### config.mk
export PLATFORM = sky130hd
export DESIGN_NAME = dcm_top
export DESIGN_NICKNAME = d
export VERILOG_FILES = /design/src/core/dcm_cmp_store.v /design/src/core/dcm_top.v
export VERILOG_INCLUDE_DIRS = /design/src /design/src/core
export SDC_FILE = /design/constraint.sdc
export NUM_CORES = 1
export LEC_CHECK = 0
export ABC_AREA = 1
export BUFFER_PORTS_ARGS = -buffer_cell sky130_fd_sc_hd__buf_2
export CAP_MARGIN = 30
export CORE_UTILIZATION = 35
export DETAILED_ROUTE_END_ITERATION = 16
export SLEW_MARGIN = 20
export SYNTH_ARGS = -nofsm -noshare
export SYNTH_HDL_FRONTEND = slang
export SYNTH_SLANG_ARGS = --single-unit
### constraint.sdc
create_clock -name clk -period 3.7 [get_ports clk]
set_input_delay 0.37 -clock clk [delete_from_list [all_inputs] [get_ports clk]]
set_output_delay 0.37 -clock clk [all_outputs]
set_load 0.005 [all_outputs]
### src/core/dcm_regs.vh
// dcm_regs.vh: offsets, fields, reset values for the debug comparator data match block
// assumes a wishbone byte-address map with one register per 32-bit word
`ifndef DCM_REGS_VH
`define DCM_REGS_VH
// printed offsets are register indices; byte address is index times four
`define DCM_IDX_ADDR_HIGH   8'h29
`define DCM_IDX_ADDR_MID    8'h2a
`define DCM_IDX_ADDR_LOW    8'h2b
`define DCM_IDX_DATA_HIGH   8'h2c
`define DCM_IDX_DATA_LOW    8'h2d
`define DCM_IDX_MASK_HIGH   8'h2e
`define DCM_IDX_MASK_LOW    8'h2f
`define DCM_IDX_CTRL        8'h30
`define DCM_IDX_STATUS      8'h31
// control register fields
`define DCM_CTRL_VIEW_LSB   0
`define DCM_CTRL_ARM_BIT    2
`define DCM_CTRL_TAG_BIT    3
`define DCM_CTRL_RANGE_BIT  4
`define DCM_CTRL_EN_LSB     5
// view selector codes
`define DCM_VIEW_A          2'h0
`define DCM_VIEW_B          2'h1
`define DCM_VIEW_C          2'h2
`define DCM_VIEW_NONE       2'h3
// reset values
`define DCM_RST_BYTE        8'h00
`define DCM_RST_CTRL        8'h00
`define DCM_ADDR_W          18
`define DCM_DATA_W          16
`endif

### src/core/dcm_cmp_store.v
// dcm_cmp_store.v: compare address store for three comparators, one byte lane per access
// assumes writes come gated by the register slave; read data is registered
`timescale 1ns/1ps
`include "dcm_regs.vh"
module dcm_cmp_store (
  clk,
  rstn,
  wr_en,
  wr_sel,
  wr_lane,
  wr_data,
  rd_sel,
  rd_lane,
  rd_data,
  addr_a,
  addr_b,
  addr_c
);
  input  wire        clk;
  input  wire        rstn;
  input  wire        wr_en;
  input  wire [1:0]  wr_sel;
  input  wire [1:0]  wr_lane;
  input  wire [7:0]  wr_data;
  input  wire [1:0]  rd_sel;
  input  wire [1:0]  rd_lane;
  output reg  [7:0]  rd_data;
  output wire [17:0] addr_a;
  output wire [17:0] addr_b;
  output wire [17:0] addr_c;

  reg  [17:0] rd_word;

  // one compare word per comparator, each with its own single driver
  genvar g;
  generate
    for (g = 0; g < 3; g = g + 1) begin : g_cmp
      localparam [1:0] slot_id = g;
      reg [17:0] word_reg;
      always @(posedge clk) begin
        if (!rstn) begin
          word_reg <= {2'h0, `DCM_RST_BYTE, `DCM_RST_BYTE};
        end else if (wr_en && wr_sel == slot_id) begin
          case (wr_lane)
            2'h0:    word_reg[17:16] <= wr_data[1:0];
            2'h1:    word_reg[15:8]  <= wr_data;
            2'h2:    word_reg[7:0]   <= wr_data;
            default: word_reg        <= word_reg;
          endcase
        end
      end
    end
  endgenerate

  assign addr_a = g_cmp[0].word_reg;
  assign addr_b = g_cmp[1].word_reg;
  assign addr_c = g_cmp[2].word_reg;

  // selected comparator word for the read port
  always @* begin
    case (rd_sel)
      2'h0:    rd_word = g_cmp[0].word_reg;
      2'h1:    rd_word = g_cmp[1].word_reg;
      2'h2:    rd_word = g_cmp[2].word_reg;
      default: rd_word = 18'h00000;
    endcase
  end

  // read anytime; view none reads zero
  always @(posedge clk) begin
    if (!rstn) begin
      rd_data <= 8'h00;
    end else if (rd_sel == `DCM_VIEW_NONE) begin
      rd_data <= 8'h00;
    end else begin
      case (rd_lane)
        2'h0:    rd_data <= {6'h00, rd_word[17:16]};
        2'h1:    rd_data <= rd_word[15:8];
        2'h2:    rd_data <= rd_word[7:0];
        default: rd_data <= 8'h00;
      endcase
    end
  end
endmodule // dcm_cmp_store

### src/core/dcm_top.v
// dcm_top.v: debug comparator address and data match with a classic wishbone slave
// assumes cpu address, data and access strobe are synchronous to clk
// Functional notes
// each low address compare bit gives the level address bits 7..0 must have to match.
// the low address compare byte reads at any time and is written only while not armed.
// a 16-bit data compare value is held as a high byte and a low byte for data bits 15..0.
// a data compare bit counts only when its mask bit is one.
// only comparator a has data compare and mask storage; b and c match on address only.
// comparator a compares data only while its tag select bit is clear.
// a mask bit of 0 lets any data bit match, a 1 requires equality with the compare bit.
// data compare and mask registers read only while the view selector is 00.
// data compare and mask writes are taken only with view 00 and the unit not armed.
// view selector 00 shows a, 01 shows b, 10 shows c, 11 shows none.
// high and mid compare bytes give address bits 17..16 and 15..8 of an 18-bit address.
// without range mode every address bit must equal its compare bit; all registers reset to zero.
//
// The Wishbone register port was chosen for this implementation.
`timescale 1ns/1ps
`include "dcm_regs.vh"
module dcm_top (
  clk,
  rstn,
  wb_cyc_i,
  wb_stb_i,
  wb_we_i,
  wb_adr_i,
  wb_dat_i,
  wb_sel_i,
  wb_dat_o,
  wb_ack_o,
  cpu_addr,
  cpu_data,
  cpu_valid,
  match_a,
  match_b,
  match_c,
  armed,
  tag_select
);
  input  wire        clk;
  input  wire        rstn;
  input  wire        wb_cyc_i;
  input  wire        wb_stb_i;
  input  wire        wb_we_i;
  input  wire [7:0]  wb_adr_i;
  input  wire [31:0] wb_dat_i;
  input  wire [3:0]  wb_sel_i;
  output reg  [31:0] wb_dat_o;
  output reg         wb_ack_o;
  input  wire [17:0] cpu_addr;
  input  wire [15:0] cpu_data;
  input  wire        cpu_valid;
  output reg         match_a;
  output reg         match_b;
  output reg         match_c;
  output reg         armed;
  output reg         tag_select;

  reg  [7:0]  ctrl_reg;
  reg  [15:0] data_cmp_reg;
  reg  [15:0] data_mask_reg;
  reg  [7:0]  rd_byte_reg;
  reg         rd_from_store_reg;
  reg         rd_pend_reg;

  wire [1:0]  view_sel  = ctrl_reg[`DCM_CTRL_VIEW_LSB+1:`DCM_CTRL_VIEW_LSB];
  wire        arm_bit   = ctrl_reg[`DCM_CTRL_ARM_BIT];
  wire        tag_bit   = ctrl_reg[`DCM_CTRL_TAG_BIT];
  wire        range_bit = ctrl_reg[`DCM_CTRL_RANGE_BIT];
  wire [2:0]  cmp_en    = ctrl_reg[`DCM_CTRL_EN_LSB+2:`DCM_CTRL_EN_LSB];

  wire [5:0]  idx      = wb_adr_i[7:2];
  wire [7:0]  reg_idx  = {2'h0, idx};
  wire        req      = wb_cyc_i && wb_stb_i && !wb_ack_o && !rd_pend_reg;
  wire        lane0    = wb_sel_i[0];
  wire        wr       = req && wb_we_i && lane0;
  wire        view_a   = (view_sel == `DCM_VIEW_A);
  wire        data_wr_ok = wr && view_a && !arm_bit;
  wire        is_addr  = (reg_idx == `DCM_IDX_ADDR_HIGH) || (reg_idx == `DCM_IDX_ADDR_MID) ||
                         (reg_idx == `DCM_IDX_ADDR_LOW);
  wire        addr_wr_ok = wr && is_addr && !arm_bit && (view_sel != `DCM_VIEW_NONE);
  wire [1:0]  lane     = reg_idx[1:0] - 2'h1;

  wire [7:0]  store_rd;
  wire [17:0] addr_a;
  wire [17:0] addr_b;
  wire [17:0] addr_c;

  dcm_cmp_store u_store (
    .clk     (clk),
    .rstn    (rstn),
    .wr_en   (addr_wr_ok),
    .wr_sel  (view_sel),
    .wr_lane (lane),
    .wr_data (wb_dat_i[7:0]),
    .rd_sel  (view_sel),
    .rd_lane (lane),
    .rd_data (store_rd),
    .addr_a  (addr_a),
    .addr_b  (addr_b),
    .addr_c  (addr_c)
  );

  // register writes
  always @(posedge clk) begin
    if (!rstn) begin
      ctrl_reg      <= `DCM_RST_CTRL;
      data_cmp_reg  <= {`DCM_RST_BYTE, `DCM_RST_BYTE};
      data_mask_reg <= {`DCM_RST_BYTE, `DCM_RST_BYTE};
    end else begin
      if (wr && reg_idx == `DCM_IDX_CTRL) begin
        ctrl_reg <= wb_dat_i[7:0];
      end
      if (data_wr_ok) begin
        case (reg_idx)
          `DCM_IDX_DATA_HIGH: data_cmp_reg[15:8]  <= wb_dat_i[7:0];
          `DCM_IDX_DATA_LOW:  data_cmp_reg[7:0]   <= wb_dat_i[7:0];
          `DCM_IDX_MASK_HIGH: data_mask_reg[15:8] <= wb_dat_i[7:0];
          `DCM_IDX_MASK_LOW:  data_mask_reg[7:0]  <= wb_dat_i[7:0];
          default:            data_cmp_reg        <= data_cmp_reg;
        endcase
      end
    end
  end

  // read mux for locally held registers
  reg [7:0] rd_local;
  always @* begin
    rd_local = 8'h00;
    case (reg_idx)
      `DCM_IDX_DATA_HIGH: rd_local = view_a ? data_cmp_reg[15:8]  : 8'h00;
      `DCM_IDX_DATA_LOW:  rd_local = view_a ? data_cmp_reg[7:0]   : 8'h00;
      `DCM_IDX_MASK_HIGH: rd_local = view_a ? data_mask_reg[15:8] : 8'h00;
      `DCM_IDX_MASK_LOW:  rd_local = view_a ? data_mask_reg[7:0]  : 8'h00;
      `DCM_IDX_CTRL:      rd_local = ctrl_reg;
      `DCM_IDX_STATUS:    rd_local = {5'h00, match_c, match_b, match_a};
      default:            rd_local = 8'h00;
    endcase
  end

  // slave handshake: writes ack next edge, reads ack two edges after the request
  always @(posedge clk) begin
    if (!rstn) begin
      wb_ack_o          <= 1'b0;
      wb_dat_o          <= 32'h0000_0000;
      rd_pend_reg       <= 1'b0;
      rd_byte_reg       <= 8'h00;
      rd_from_store_reg <= 1'b0;
    end else begin
      wb_ack_o <= 1'b0;
      if (req && wb_we_i) begin
        wb_ack_o <= 1'b1;
      end else if (req) begin
        rd_pend_reg       <= 1'b1;
        rd_byte_reg       <= rd_local;
        rd_from_store_reg <= is_addr;
      end else if (rd_pend_reg) begin
        rd_pend_reg <= 1'b0;
        wb_ack_o    <= 1'b1;
        wb_dat_o    <= {24'h00_0000, rd_from_store_reg ? store_rd : rd_byte_reg};
      end
    end
  end

  // match logic
  wire addr_hit_a = (cpu_addr == addr_a);
  wire addr_hit_b = (cpu_addr == addr_b);
  wire addr_hit_c = (cpu_addr == addr_c);
  wire data_hit_a = tag_bit | (((cpu_data ^ data_cmp_reg) & data_mask_reg) == 16'h0000);

  always @(posedge clk) begin
    if (!rstn) begin
      match_a    <= 1'b0;
      match_b    <= 1'b0;
      match_c    <= 1'b0;
      armed      <= 1'b0;
      tag_select <= 1'b0;
    end else begin
      match_a    <= cpu_valid && !range_bit && cmp_en[0] && addr_hit_a && data_hit_a;
      match_b    <= cpu_valid && !range_bit && cmp_en[1] && addr_hit_b;
      match_c    <= cpu_valid && !range_bit && cmp_en[2] && addr_hit_c;
      armed      <= arm_bit;
      tag_select <= tag_bit;
    end
  end
endmodule // dcm_top

==> qor.txt, run 1 <==
Logic pwr share - 0.074
CP Capture Type - flip-flop
Compound-gate portion of the synthesized area - 0.1358
Post-Synth Adder-Cell Area - 0
Switching Power - 0.0008280 W
Async SR Flop Fraction - 0
Die span in x - 147.0 um
Worst Hold Class - in2reg
DRT Pass-1 Iters - 6
TritonCTS clock tree - done
Max-slew violation count - 0
Largest family of logic cells by synthesized area - simple AND/OR/NAND/NOR gates
Avg Inst Size Synth - 6.297 um2
First-pass GRT wire length - 38110 um
Iteration-0 DRC Markers - 721
Antenna diode instance count - 0
Cts repair resizes - 0
Switching Fraction - 0.2565
Fill cell count - 2246
Simple-Gate Fraction of Synth Area - 0.3452
Worst EP arrival - 2.80 ns
Final net count - 1304
Largest net degree at the start of global routing - 64
Layout cell share with drive strength beyond 1 - 0.1054
Core Region - 20430 um2
Worst slew pin tran - 0.8963 ns
Clock power share - 0.500
Worst Skew - 0.01014 ns
Clock Tree Buf Depth - 2
Mapped Cells - 1169
Vias - 7531
Final setup TNS - 0 ns
Power Density - 385.9 nW/um2
Die height - 147.0 um
Routability cong. - 0.9342
Post-CTS Setup Bufs - 0
Via/cell ratio - 5.011
Post-CTS Hold Fix Bufs - 0
Sequential power share - 0.426
Gr ovfl total - 0
Post-synth EDFFs - 0
Primary FF master, synth - dfxtp_1
Max H-tree Level - 4
Hold Vio Cnt, Final - 0
Netlist Area Pre-Place - 7361 um2
Routed len/inst - 16.51 um
Layout area overhead - 13.63%
Clock sink count - 126
Leakage - 3.722 nW
DRC viols - 0
CP Launch Type - flip-flop
XOR/XNOR share of the synthesized area - 0.009519
Antenna Nets Post-Route - 0
Worst EP required - 4.05 ns
Reg-to-reg slack, setup - 1.25 ns
Rows - 52
Critical path class - reg2reg
Post-synthesis sequential area ratio - 0.3427
Vias in the first global route - 6899
I/O pins - 122
Mux cell area share after synthesis - 0
Count of different cell masters after synthesis - 36
VDD IR max - 341.9 uV
Final hold slack - 0.3018 ns
Max-cap violations - 0
Die area - 21610 um2
Post-Route WL - 24820 um
Final setup violation count - 0
Hpwl dp - 18210 um
Yosys reg bits - 126
Worst-path maximum fanout - 25
Fmax - 408.6 MHz
Status - completed
Total GRT Usage - 0.2319
Rel. slew slack - 0.4002
Pint - 0.002400 W
Antenna violations before repair - 0
Clk pin slew, worst setup/hold paths - 0.06 ns
I/O Buffers - 68
RSZ-0062 raised after global routing - no
Yosys warnings - 0
Initial Util - 0.3603
Worst skew pair latency - 0.42 ns
CTS Buf Count - 17
Final min period - 2.447 ns
Tcrit/Tclk final - 0.6614
Clock root buffer - clkbuf_16
[logic make-up (layout without fill, tap and decap cells)]
group	Yosys count	count (layout)
DFF	126	126
and+or+nand+nor	568	568
other	1	24
xor gates and xnor gates	8	8
AOI/OAI and AO/OA	179	179
buffers and inverters	287	328
[metal layers]
| layer | global-route usage | share of wire | routed length (um) |
|---|---|---|---|
| met5 | 0 | 0 | 0 |
| met4 | 0.08454 | 0.026 | 649 |
| met3 | 0.04068 | 0.074 | 1834 |
| met2 | 0.3730 | 0.46 | 11340 |
| met1 | 0.3107 | 0.44 | 11000 |
[Yosys cell counts (10+ instances only)]
cell	count	area (um2)
nor2_1	165	619.3
nand4_1	71	444.2
o21ai_0	71	355.3
nand2_1	252	945.9
o211ai_1	10	75.07
nand3_1	49	245.2
inv_1	211	792.0
clkbuf_1	22	82.58
buf_4	28	210.2
o22ai_1	39	244.0
dfxtp_1	126	2522
a21oi_1	45	225.2
[final timing paths]
kind | startpoint | endpoint | cells past startpoint
worst min-delay path | wb_we_i | wb_ack_o$_SDFF_PN0_ | 3
worst max register to register | rd_pend_reg$_SDFFE_PN0N_ | u_store.addr_b[1]$_SDFFE_PN0P_ | 7
worst max-delay path | rd_pend_reg$_SDFFE_PN0N_ | u_store.addr_b[1]$_SDFFE_PN0P_ | 7
worst min register to register | data_mask_reg[3]$_SDFFE_PN0P_ | data_mask_reg[3]$_SDFFE_PN0P_ | 2
[power groups by stage]
stage | Sequential (W) | Clock (W) | Combinational (W)
6_report | 0.00137 | 0.00162 | 0.000239
5_1_grt | 0.00137 | 0.00170 | 0.000259
4_1_cts | 0.00137 | 0.00164 | 0.000234
3_5_place_dp | 0.00140 | 0 | 0.000233
3_3_place_gp | 0.00140 | 0 | 0.000233
2_1_floorplan | 0.00140 | 0 | 0.000149
[metrics by stage]
step           area (um2)  total power (W)    util  std cells  setup slack, ns
3_5_place_dp         7795         0.001637  0.3816       1471            1.222
4_1_cts              8364         0.003244  0.4094       1503            1.264
2_1_floorplan        7447         0.001549       -       1192            2.194
3_3_place_gp         7787         0.001637  0.3812       1470            1.208
6_report             8364         0.003228  0.4094       1503            1.253
5_1_grt              8364         0.003331  0.4094       1503            1.087
[worst max-delay path, stage by stage, from the launching register on]
cell	delay, ns
dfxtp_1	0.54
nor2_8	0.23
nand4_4	0.19
nor2_4	0.56
nand3_1	0.52
nand2_1	0.18
inv_1	0.05
nor2_1	0.10
[layout by cell type (no fill, tap or decap), types with 3 or more instances in the layout]
master	instances
o21ai_0	71
nand2_2	3
nand3_1	49
nor3_1	8
conb_1	24
inv_1	211
nand4_1	71
or2_2	3
xor2_1	8
o22ai_1	39
buf_2	68
nor2_1	165
nand2_1	252
buf_4	10
nand3_2	5
o211ai_1	10
o221ai_1	5
clkinv_1	6
o21ai_1	5
clkinv_4	3
clkbuf_16	17
clkinvlp_4	3
a21oi_1	45
dfxtp_1	126
nor2_2	3
[layout make-up]
| class | instances | area (um2) | share of cell area |
|---|---|---|---|
| Tap cell | 270 | 337.8 | 0.04039 |
| Inverter | 218 | 818.3 | 0.09783 |
| Sequential cell | 126 | 2522 | 0.3016 |
| Timing Repair Buffer | 78 | 415.4 | 0.04966 |
| Clock inverter | 11 | 108.9 | 0.01301 |
| Multi-Input combinational cell | 779 | 3701 | 0.4425 |
| Clock buffer | 21 | 460.4 | 0.05505 |
Power figures use the tool's default switching activity.
==> run 2, diff against run 1 <==
==> constraint.sdc (replaced) <==
create_clock -name clk -period 2.6 [get_ports clk]
set_input_delay 0.26 -clock clk [delete_from_list [all_inputs] [get_ports clk]]
set_output_delay 0.26 -clock clk [all_outputs]
set_load 0.005 [all_outputs]
==> run 2 against run 1 <==
Against the previous run:
- clock skew down 0.0019 ns
- die area unchanged
- non-clock buffer count up 10
==> qor.txt, run 2 (synthesized netlist as in run 1, its figures left out) <==
TritonCTS clock tree - done
Final setup TNS - 0 ns
Vias in the first global route - 7014
Post-CTS Setup Bufs - 0
Status - completed
Core Region - 20430 um2
Rel. slew slack - 0.5104
Worst EP required - 2.95 ns
CTS Buf Count - 17
Clk pin slew, worst setup/hold paths - 0.06 ns
Antenna violations before repair - 0
Die area - 21610 um2
Reg-to-reg slack, setup - 0.34 ns
Gr ovfl total - 0
Tcrit/Tclk final - 0.8690
Total GRT Usage - 0.2334
Critical register-to-register path startpoint - rd_pend_reg$_SDFFE_PN0N_
Post-CTS Hold Fix Bufs - 0
Hold Vio Cnt, Final - 0
Cts repair resizes - 0
Rows - 52
Pint - 0.003675 W
Logic pwr share - 0.070
Critical path class - reg2reg
Fmax - 442.6 MHz
Worst Hold Class - in2reg
DP Cell Count - 1481
I/O pins - 122
Switching Power - 0.001177 W
Initial Util - 0.3603
Iteration-0 DRC Markers - 736
DRC viols - 0
Worst EP arrival - 2.61 ns
Die height - 147.0 um
RSZ-0062 raised after global routing - no
Routability cong. - 0.9598
Worst Skew - 0.008278 ns
Max-slew violation count - 0
Cell Count, Final, Fillers Out - 1512
Via/cell ratio - 5.029
Die span in x - 147.0 um
Leakage - 3.808 nW
Largest net degree at the start of global routing - 68
Final min period - 2.260 ns
Power Density - 571.1 nW/um2
Max-cap violations - 0
Worst Hold Launch - wb_we_i
Worst-path maximum fanout - 18
Most frequent cells in the layout - 252 x nand2_1, 211 x inv_1, 165 x nor2_1
Hpwl dp - 18690 um
Worst slew pin tran - 0.7334 ns
Antenna diode instance count - 0
I/O Buffers - 68
Sequential power share - 0.403
Clock power share - 0.527
Final setup violation count - 0
Worst setup path startpoint - rd_pend_reg$_SDFFE_PN0N_
Routed len/inst - 16.47 um
CP Capture Type - flip-flop
Clock sink count - 126
VDD IR max - 411.4 uV
Antenna Nets Post-Route - 0
Worst skew pair latency - 0.42 ns
Switching Fraction - 0.2426
Vias - 7604
CP Launch Type - flip-flop
Post-Route WL - 24900 um
DRT Pass-1 Iters - 5
Final net count - 1314
Layout area overhead - 15.42%
Layout cell share with drive strength beyond 1 - 0.1135
Clock Tree Buf Depth - 2
Clock root buffer - clkbuf_16
Commonest non-fill, non-tap cell in the layout - nand2_1
First-pass GRT wire length - 38510 um
Max H-tree Level - 4
[run 2: changes by cell type in the layout (fill, tap and decap cells not counted)]
cell	before	now
clkbuf_8	2	1
buf_4	10	20
clkinvlp_4	3	1
clkinv_2	2	3
clkbuf_1	2	0
inv_8	1	0
clkinv_4	3	1
inv_6	1	4
bufinv_16	1	4
[run 2: power groups by stage]
stage	clock network, W	logic, W	registers, W
after global placement	0	0.000334	0.00200
after CTS	0.00259	0.000335	0.00195
final	0.00256	0.000341	0.00195
after global routing	0.00269	0.000369	0.00196
after detailed placement	0	0.000334	0.00200
after floorplan	0	0.000212	0.00199
[run 2: layout make-up]
cell class	instances	area (um2)
fillers	2209	11930
multi-input cells	779	3701
flip-flops and latches	126	2522
inverters	218	818.3
repair buffers	88	490.5
clock buffers	18	439.2
well taps	270	337.8
clock inverters	13	186.4
[run 2: worst paths after layout]
path                                                       end  depth (start not counted)
worst max-delay path            u_store.addr_c[0]$_SDFFE_PN0P_                          7
worst min-delay path                       wb_ack_o$_SDFF_PN0_                          3
worst max register to register  u_store.addr_c[0]$_SDFFE_PN0P_                          7
worst min register to register   data_mask_reg[2]$_SDFFE_PN0P_                          2
[run 2: routing by layer]
| metal | routed length [um] | global-route usage | vias up |
|---|---|---|---|
| li1 | - | - | 3804 |
| met1 | 11290 | 0.3136 | 3461 |
| met2 | 11280 | 0.3692 | 289 |
| met3 | 1525 | 0.04286 | 50 |
| met4 | 796 | 0.09227 | 0 |
| met5 | 0 | 0 | - |
[run 2: critical path: stages, from the launching register on]
cell and delay [ns]:
dfxtp_1 0.54, nor2_8 0.23, nand4_4 0.20, nor2_4 0.40, nand3_1 0.48, nand2_1 0.18
inv_1 0.05, nor2_1 0.10
[run 2: through the flow]
| step | total power, W | util | instance area (um2) | setup slack [ns] | hold WS, ns |
|---|---|---|---|---|---|
| global route | 0.005011 | 0.4159 | 8496 | 0.1605 | 0.1936 |
| floorplan | 0.002204 | - | 7447 | 1.114 | 0.4052 |
| detailed placement | 0.002331 | 0.3852 | 7870 | 0.3641 | 0.4523 |
| CTS | 0.004884 | 0.4159 | 8496 | 0.3525 | 0.1881 |
| global placement | 0.002331 | 0.3852 | 7870 | 0.3718 | 0.4477 |
| finish | 0.004852 | 0.4159 | 8496 | 0.3405 | 0.1969 |
